`config.mk`:
```
export PLATFORM = sky130hd
export DESIGN_NAME = dcd_decoder
export DESIGN_NICKNAME = d
export VERILOG_FILES = /design/src/inc/dcd_pkg.sv /design/src/hw/dcd_decoder.sv /design/src/hw/dcd_row_mem.sv
export SDC_FILE = /design/constraint.sdc
export NUM_CORES = 1
export LEC_CHECK = 0
export BUFFER_PORTS_ARGS = -buffer_cell sky130_fd_sc_hd__clkbuf_2
export CAP_MARGIN = 20
export CORE_MARGIN = 1.5
export CORE_UTILIZATION = 62
export DETAILED_ROUTE_END_ITERATION = 7
export PLACE_DENSITY = 0.82
export RECOVER_POWER = 50
export SLEW_MARGIN = 30
export SYNTH_ARGS = -nofsm -noshare
export SYNTH_HDL_FRONTEND = slang
export SYNTH_SLANG_ARGS = --single-unit
```
`constraint.sdc`:
```
create_clock -name sys_clk -period 4.6 [get_ports sys_clk]
set_clock_uncertainty 0.1 [all_clocks]
set_input_delay 0.46 -clock sys_clk [delete_from_list [all_inputs] [get_ports sys_clk]]
set_output_delay 0.46 -clock sys_clk [all_outputs]
set_load 0.02 [all_outputs]
```
`src/inc/dcd_pkg.sv`:
```
// Purpose: shared constants and types of the command decoder
// Assumes: sixteen-bit data bus, eight banks, thirteen row address bits
// Notes:   widths and counts are defaults; timing counts are in link clock cycles
package dcd_pkg;

	// geometry of the array
	localparam int unsigned NUM_BANKS = 8;
	localparam int unsigned BA_W      = 3;
	localparam int unsigned ADDR_W    = 13;
	localparam int unsigned DQ_W      = 16;
	localparam int unsigned DM_W      = 2;

	// address bit positions with a command meaning
	localparam int unsigned AP_BIT = 10;   // auto precharge / all banks
	localparam int unsigned BC_BIT = 12;   // burst chop on the fly, low = chop

	// bank timer width and default counts (link clock cycles)
	localparam int unsigned TMR_W      = 8;
	localparam int unsigned PRE_CK_DEF = 4;   // precharge period
	localparam int unsigned BL8_CK     = 4;   // eight-beat burst on the link
	localparam int unsigned BC4_CK     = 2;   // chopped four-beat burst

	// reset values
	localparam logic [NUM_BANKS-1:0] BANKS_RST = 8'h00;
	localparam logic                 CKE_RST   = 1'h0;

	// power state, one-hot
	typedef enum logic [2:0] {
		PW_RUN  = 3'b001,
		PW_PDN  = 3'b010,
		PW_SREF = 3'b100
	} dcd_pwr_type;

	// decoded command codes
	typedef enum logic [3:0] {
		CMD_DES  = 4'h0,
		CMD_NOP  = 4'h1,
		CMD_ACT  = 4'h2,
		CMD_RD   = 4'h3,
		CMD_WR   = 4'h4,
		CMD_PRE  = 4'h5,
		CMD_PREA = 4'h6,
		CMD_MRS  = 4'h7,
		CMD_REF  = 4'h8,
		CMD_ZQL  = 4'h9,
		CMD_ZQS  = 4'hA,
		CMD_PDE  = 4'hB,
		CMD_PDX  = 4'hC,
		CMD_SRE  = 4'hD,
		CMD_SRX  = 4'hE
	} dcd_cmd_code_type;

	// command and address pins, all active levels as on the wire
	typedef struct packed {
		logic              cke;
		logic              cs_n;
		logic              ras_n;
		logic              cas_n;
		logic              we_n;
		logic [BA_W-1:0]   ba;
		logic [ADDR_W-1:0] addr;
	} dcd_pins_type;

	// one decoded command
	typedef struct packed {
		dcd_cmd_code_type  code;
		logic [BA_W-1:0]   ba;
		logic [ADDR_W-1:0] addr;
		logic              auto_pre;
		logic              bc4;
	} dcd_cmd_type;

endpackage : dcd_pkg

```
`src/hw/dcd_decoder.sv`:
```
// Purpose: command decoder, bank row state and write mask of the memory device
// Assumes: link clock and pins sampled by sys_clk, far slower than sys_clk
// Notes:   commands are taken at rising edges of the sampled link clock
//          refused commands pulse cmd_error and change no bank state
//
// Notes on behaviour
// - activate to idle bank opens given row
// - row stays open until bank precharged
// - precharge closes one bank, A10 high all
// - access to other bank during auto precharge
// - precharged bank idle, activate before access
// - repeat precharge accepted, timer restarts
// - write decode, A10 requests auto precharge
// - read decode, A10 requests auto precharge
// - A12 low chops burst when on-the-fly enabled
// - idle: mode set, refresh, ZQ long/short
// - NOP registers no new command
// - CS high deselects, no new command
// - NOP and deselect leave operations running
// - CKE falling enters power-down or self-refresh
// - CKE rising with NOP/deselect exits
// - mask high suppresses its byte lane
// - classify power moves from previous CKE
// - CS counts as part of command code
// - lower mask low byte, upper mask high
`timescale 1ns/100ps
module dcd_decoder
	import dcd_pkg::*;
#(
	parameter int unsigned PRE_CK = PRE_CK_DEF  // precharge period, link cycles
) (
	input  wire logic                 sys_clk,        // core clock, 250 MHz
	input  wire logic                 reset_n,        // asynchronous reset, active low
	input  wire logic                 ck_in,          // link clock pin
	input  wire dcd_pins_type         pins,           // command and address pins
	input  wire logic                 otf_en,         // burst length chosen per command
	input  wire logic                 fixed_bc4,      // fixed length is chop of four
	input  wire logic                 wr_beat_valid,  // write beat from data path
	input  wire logic [DQ_W-1:0]      wr_beat_data,   // write beat data
	input  wire logic [DM_W-1:0]      wr_beat_mask,   // beat masks, bit 1 upper byte
	output logic                      cmd_valid,      // one-cycle command pulse
	output dcd_cmd_type               cmd,            // decoded command
	output logic                      cmd_error,      // one-cycle illegal command pulse
	output logic      [ADDR_W-1:0]    open_row,       // row of cmd bank, next cycle
	output logic      [NUM_BANKS-1:0] bank_open,      // row open per bank
	output logic      [NUM_BANKS-1:0] bank_pre,       // precharge running per bank
	output dcd_pwr_type               power_state,    // run, power-down, self-refresh
	output logic                      arr_wr_valid,   // write beat to the array
	output logic      [DQ_W-1:0]      arr_wr_data,    // beat data
	output logic      [DM_W-1:0]      arr_wr_be       // byte enables
);

	// everything the decoder remembers but the rows, registered as one word
	typedef struct packed {
		dcd_pins_type                        s1;
		dcd_pins_type                        s2;
		logic                                ck1;
		logic                                ck2;
		logic                                ck_d;
		logic                                cke_prev;
		dcd_pwr_type                         pwr;
		logic [NUM_BANKS-1:0]                open;
		logic [NUM_BANKS-1:0]                pre;
		logic [NUM_BANKS-1:0][TMR_W-1:0]     tmr;
		logic                                cmd_valid;
		logic                                cmd_error;
		dcd_cmd_type                         cmd;
		logic                                wr_valid;
		logic [DQ_W-1:0]                     wr_data;
		logic [DM_W-1:0]                     wr_be;
	} dcd_dec_state_type;

	// current and next value of that word
	dcd_dec_state_type state_q;
	dcd_dec_state_type state_d;

	// row store write port, filled by the decode
	logic              mem_we;
	logic [BA_W-1:0]   mem_wa;
	logic [ADDR_W-1:0] mem_wd;

	// next state: sampling, decode, bank bookkeeping, write masking
	always_comb begin
		// locals of the decode, all set at the top
		dcd_pins_type     p;
		dcd_cmd_code_type code;
		logic             ck_rise;
		logic             post;
		logic             err;
		logic             all_idle;
		logic             quiet;
		logic             bc4;
		logic             ap;
		p        = state_q.s2;
		code     = CMD_DES;
		ck_rise  = state_q.ck2 & ~state_q.ck_d;
		post     = 1'b0;
		err      = 1'b0;
		all_idle = ~|(state_q.open | state_q.pre);
		quiet    = p.cs_n | (p.ras_n & p.cas_n & p.we_n);
		bc4      = otf_en ? ~p.addr[BC_BIT] : fixed_bc4;
		ap       = p.addr[AP_BIT];
		state_d  = state_q;
		mem_we   = 1'b0;
		mem_wa   = p.ba;
		mem_wd   = p.addr;

		// two-flop synchronisers; first stages feed only second stages
		state_d.s1   = pins;
		state_d.ck1  = ck_in;
		state_d.s2   = state_q.s1;
		state_d.ck2  = state_q.ck1;
		state_d.ck_d = state_q.ck2;

		// command pulses last one cycle
		state_d.cmd_valid = 1'b0;
		state_d.cmd_error = 1'b0;

		// write beats: a set mask bit drops its lane
		state_d.wr_valid = wr_beat_valid;
		if (wr_beat_valid) begin
			state_d.wr_data = wr_beat_data;
			state_d.wr_be   = ~wr_beat_mask;
		end

		// a link edge is seen as exactly one core cycle of ck_rise
		if (ck_rise) begin
			state_d.cke_prev = p.cke;

			// bank timers run on every link edge, whatever the command
			for (int b = 0; b < NUM_BANKS; b++) begin
				if (state_q.tmr[b] != '0) begin
					state_d.tmr[b] = state_q.tmr[b] - 8'h01;
					if (state_q.tmr[b] == 8'h01) begin
						state_d.pre[b] = 1'b0;
					end
				end
			end

			// classify by previous and current clock enable
			// both high: an ordinary command by its code
			if (state_q.cke_prev && p.cke) begin
				post = 1'b1;
				if (p.cs_n) begin
					code = CMD_DES;
				end else begin
					unique case ({p.ras_n, p.cas_n, p.we_n})
						3'b111: code = CMD_NOP;
						3'b011: code = CMD_ACT;
						3'b010: code = ap ? CMD_PREA : CMD_PRE;
						3'b101: code = CMD_RD;
						3'b100: code = CMD_WR;
						3'b000: code = CMD_MRS;
						3'b001: code = CMD_REF;
						3'b110: code = ap ? CMD_ZQL : CMD_ZQS;
					endcase
				end
			end else if (state_q.cke_prev && !p.cke) begin
				// clock enable falling: low-power entry
				post = 1'b1;
				if (quiet) begin
					code = CMD_PDE;
				end else if (!p.ras_n && !p.cas_n && p.we_n && all_idle) begin
					code = CMD_SRE;
				end else begin
					code = CMD_NOP;
					err  = 1'b1;
				end
			end else if (!state_q.cke_prev && p.cke) begin
				// clock enable rising: low-power exit
				post = 1'b1;
				if (quiet) begin
					unique case (state_q.pwr)
						PW_SREF: code = CMD_SRX;
						PW_PDN:  code = CMD_PDX;
						PW_RUN:  code = CMD_PDX;
					endcase
				end else begin
					code = CMD_NOP;
					err  = 1'b1;
				end
			end

			// carry out the command
			unique case (code)
				CMD_ACT: begin
					// an open or still precharging bank refuses activation
					if (state_q.open[p.ba] || state_q.pre[p.ba]) begin
						err = 1'b1;
					end else begin
						state_d.open[p.ba] = 1'b1;
						mem_we             = 1'b1;
					end
				end
				CMD_RD, CMD_WR: begin
					// only the addressed bank matters; others may precharge
					if (!state_q.open[p.ba]) begin
						err = 1'b1;
					end else if (ap) begin
						state_d.open[p.ba] = 1'b0;
						state_d.pre[p.ba]  = 1'b1;
						// burst first, then the precharge period
						state_d.tmr[p.ba]  = bc4 ? TMR_W'(BC4_CK + PRE_CK)
						                         : TMR_W'(BL8_CK + PRE_CK);
					end
				end
				CMD_PRE: begin
					// idle or precharging bank accepted, period restarts
					state_d.open[p.ba] = 1'b0;
					state_d.pre[p.ba]  = 1'b1;
					state_d.tmr[p.ba]  = TMR_W'(PRE_CK);
				end
				CMD_PREA: begin
					// every bank closes and restarts its period
					for (int b = 0; b < NUM_BANKS; b++) begin
						state_d.open[b] = 1'b0;
						state_d.pre[b]  = 1'b1;
						state_d.tmr[b]  = TMR_W'(PRE_CK);
					end
				end
				CMD_MRS, CMD_REF, CMD_ZQL, CMD_ZQS: begin
					// idle-state commands need every bank closed and settled
					if (!all_idle) begin
						err = 1'b1;
					end
				end
				// power state follows entry and exit
				CMD_PDE: begin
					state_d.pwr = PW_PDN;
				end
				CMD_SRE: begin
					state_d.pwr = PW_SREF;
				end
				CMD_PDX, CMD_SRX: begin
					// either exit returns to the running state
					state_d.pwr = PW_RUN;
				end
				default: begin
					// NOP and deselect change nothing
					err = err;
				end
			endcase

			// publish the command and its side flags
			if (post) begin
				state_d.cmd_valid     = 1'b1;
				state_d.cmd_error     = err;
				state_d.cmd.code      = code;
				state_d.cmd.ba        = p.ba;
				state_d.cmd.addr      = p.addr;
				state_d.cmd.auto_pre  = ap;
				state_d.cmd.bc4       = bc4;
			end
			// a refused command leaves the row store alone
			if (err) begin
				mem_we = 1'b0;
			end
		end
	end

	// state register
	always_ff @(posedge sys_clk or negedge reset_n) begin
		if (!reset_n) begin
			// power state and clock enable start at their idle values
			state_q          <= '0;
			state_q.pwr      <= PW_RUN;
			state_q.cke_prev <= CKE_RST;
			state_q.open     <= BANKS_RST;
			state_q.pre      <= BANKS_RST;
		end else begin
			state_q <= state_d;
		end
	end

	// row store, read follows the published command's bank
	dcd_row_mem #(
		.DEPTH (NUM_BANKS),
		.AW    (BA_W),
		.DW    (ADDR_W)
	) u_row_mem (
		.sys_clk (sys_clk),
		.reset_n (reset_n),
		.wr_en   (mem_we),
		.wr_addr (mem_wa),
		.wr_data (mem_wd),
		.rd_addr (state_q.cmd.ba),
		.rd_data (open_row)
	);

	// outputs straight from the state register
	// data outputs are flops; nothing here is combinational
	assign cmd_valid    = state_q.cmd_valid;
	assign cmd          = state_q.cmd;
	assign cmd_error    = state_q.cmd_error;
	assign bank_open    = state_q.open;
	assign bank_pre     = state_q.pre;
	assign power_state  = state_q.pwr;
	assign arr_wr_valid = state_q.wr_valid;
	assign arr_wr_data  = state_q.wr_data;
	assign arr_wr_be    = state_q.wr_be;

endmodule : dcd_decoder

```
`src/hw/dcd_row_mem.sv`:
```
// Purpose: open-row store, one word per bank
// Assumes: one write port, one read port, same clock
// Notes:   read data come from a register, one cycle after the address
`timescale 1ns/100ps
module dcd_row_mem
	import dcd_pkg::*;
#(
	parameter int unsigned DEPTH = NUM_BANKS,
	parameter int unsigned AW    = BA_W,
	parameter int unsigned DW    = ADDR_W
) (
	input  wire logic          sys_clk,  // core clock
	input  wire logic          reset_n,  // asynchronous reset, active low
	input  wire logic          wr_en,    // write strobe
	input  wire logic [AW-1:0] wr_addr,  // bank written
	input  wire logic [DW-1:0] wr_data,  // row written
	input  wire logic [AW-1:0] rd_addr,  // bank read
	output logic      [DW-1:0] rd_data   // registered row
);

	typedef struct packed {
		logic [DEPTH-1:0][DW-1:0] mem;
		logic [DW-1:0]            rd;
	} dcd_mem_state_type;

	dcd_mem_state_type state_q;
	dcd_mem_state_type state_d;

	// write then registered read
	always_comb begin
		state_d = state_q;
		if (wr_en) begin
			state_d.mem[wr_addr] = wr_data;
		end
		state_d.rd = state_q.mem[rd_addr];
	end

	always_ff @(posedge sys_clk or negedge reset_n) begin
		if (!reset_n) begin
			state_q <= '0;
		end else begin
			state_q <= state_d;
		end
	end

	assign rd_data = state_q.rd;

endmodule : dcd_row_mem

```
==> metrics.txt <==
status=finished with violations; failing checks=max-capacitance violations, max-slew violations; reg2reg start=mem_wa[1]; Gate Count Post-Synth=between 1,000 and 1,500; Util after Layout=just over 70%; final hold vios=0; syn_nets=1,319; Register-to-Register Path Depth=7; CTS tree=yes; DRC Markers=0; leakage power=0.007293 µW; critical path startpoint category=flop; ys flop type=dfrtp_1; distinct cell type count after synthesis=76; Worst Tran Pin Value=2636 ps; WL final=33,480 µm; Rel. slew slack=-75.73%; RSZ-0062 raised after global routing=false; leading area contributor after synthesis=dfrtp_1; IO Pins=120; clk buf depth=3; Worst Hold Class=input port to flop; Synth Register Bits=roughly 290; Nets=1,388; WP data arrival=4180 ps; Post-Synthesis Cell Area=14,110 µm²; antenna viol nets, final=0; antenna violations before repair=0; antenna diode count=0; core area=~23,000 µm²; Final setup viols=0; Die H=153.9 µm; clk root buf=clkbuf_16; Avg WL per Cell=just over 20 µm; via/cell ratio=6.269; reg-to-reg endpoint=u_row_mem.state_q[77]; H-tree depth=1; total gr overflow=0; vias=10,250; Final Cycle Share=between 80% and 90%; Final GP Congestion=approximately 0.94; Hold Path Stages=2; fmax=261.3 MHz; Fin Setup TNS=0 ps; Max IR drop VDD=about 320 µV; Worst-Skew Late Latency=around 570 ps; filler instances=1,496; Commonest cells post-synth=dfrtp_1 (287), mux2_2 (127), nand2_1 (122); sequential fraction of the synthesis area=51.07%; Max FO, Critical Path=22; Slew Limit Fails=between 40 and 50; Hold WS=28.12 ps; hold endpoint=arr_wr_data[5]; DP Wirelength=roughly 22,000 µm; synth top area cells=dfrtp_1 (51%), mux2_2 (10%), mux4_2 (4.1%); Port Buffers=119; first-pass GRT wire length=around 55,000 µm; Tot GR Track Use=between 20% and 30%; Initial Util=~63%; Syn. warnings=0; count of max-cap constraint violations=1; Die X=approximately 150 µm; layout cell share with drive strength beyond 1=25.93%; clk slew on worst S/H paths=60 ps; hold path start=wr_beat_data[5]; total clock sinks=between 200 and 300; DRT iter0 DRCs=803; R2R setup slack=roughly 770 ps; fin crit period=roughly 3800 ps; cell with the most instances after synthesis=dfrtp_1; vias in the first global route=between 10,000 and 15,000; Crit Path Category=flop to flop; largest net degree at the start of global routing=93; Final Instance Area=15,860 µm²; post-synth top area share=approximately half; Num CTS Buffers=30; PD cells=489.2 nW/µm²; share of flip-flops with an asynchronous set or reset=100.0%; drt pass-1 iters=5; mean post-synth cell area=~11 µm²; post-CTS sizing=0; full die area=roughly 24,000 µm²; CP Launch Point=mem_wa[1]; crit path capture type=flop; Area after DPL=14,550 µm²; Post-synth EDFFs=0; WP data required=between 4000 and 5000 ps; Core Rows=55; Area Growth Syn to Fin=12.38%
how the worst max path moves through the flow:
stage,endpoint,slack [ps],depth (start not counted)
2_1_floorplan,u_row_mem.state_q[69],1630,10
3_3_place_gp,u_row_mem.state_q[68],920,8
3_5_place_dp,u_row_mem.state_q[68],850,8
4_1_cts,u_row_mem.state_q[68],840,8
5_1_grt,state_q[106],380,3
6_report,u_row_mem.state_q[77],770,7
report_power, final:
group	total [µW]	internal [µW]	switching, µW
Combinational	1730	760	970
Sequential	3380	2930	453
Clock	2650	1640	1010
Total	7760	5330	2430
layout make-up:
| class | count | area (µm²) | area share (%) |
|---|---|---|---|
| clock inverter | 10 | 207.7 | 1.309 |
| tap | 285 | 356.6 | 2.248 |
| clock buffer | 45 | 907.1 | 5.719 |
| sequential | 288 | 7212 | 45.46 |
| timing repair buffer | 165 | 996.0 | 6.279 |
| multi-input combinational | 808 | 6056 | 38.18 |
| inverter | 34 | 127.6 | 0.8045 |
flip-flops by register name (all words and copies together) (netlist names), 13 cells and up:
| name | flops |
|---|---|
| state_d | 23 |
| mem_wd | 13 |
| u_row_mem.rd_data | 13 |
| arr_wr_data | 16 |
| state_q | 71 |
| cmd | 21 |
| u_row_mem.state_q | 104 |
layout by cell type, fill, tap and decap left out, drive strengths merged, types with 8 or more instances in the layout:
master,netlist,layout
mux4,26,26
nand4,8,8
a21o,17,17
dlygate4sd3,0,25
nor3,35,35
a21oi,38,38
o31ai,12,12
nand3,28,28
a31oi,23,23
nor2,92,92
and3,12,12
clkbuf,36,166
inv,34,34
a221oi,11,11
o21ai,50,50
ha,16,16
nand2,122,122
nor3b,10,10
mux2,136,136
xnor2,14,14
nand2b,9,9
nor4,21,21
or3,12,12
dfrtp,287,287
o211ai,8,8
buf,92,19
metal layers:
metal | wire length (µm) | vias to the layer above | GRT usage [%]
li1 | - | 4615 | -
met1 | 14040 | 5169 | 40.43
met2 | 16550 | 408 | 48.33
met3 | 2181 | 58 | 4.087
met4 | 700 | 0 | 8.183
met5 | 0 | - | 0
worst max-delay path: stages, from the launching register on:
cell	delay, ps
dfrtp_1	750
mux2_2	270
a2bb2oi_1	230
o211ai_1	190
nor2_1	450
o21ai_2	310
or4_1	950
mux2_4	450
logic make-up after synthesis:
family | synth area share (%)
compound gates | 11.36
simple gates | 12.92
buf+inv | 6.391
mux | 15.66
flops | 51.07
xor+xnor | 1.179
fa+ha+maj | 1.418
stage by stage:
step | instances | worst slack [ps] | total power [µW]
final | 1635 | 772.5 | 7761
after global routing | 1635 | 377.5 | 8141
after CTS | 1635 | 836.0 | 7775
after detailed placement | 1555 | 850.9 | 5087
after global placement | 1554 | 916.5 | 5006
after floorplan | 1258 | 1627 | 4687
timing repair:
action,in CTS,in global routing
buffers inserted,0,0
hold buffers,25,0
endpoints found under the hold margin,66,0
No activity file was read; power rests on OpenSTA's default activity.
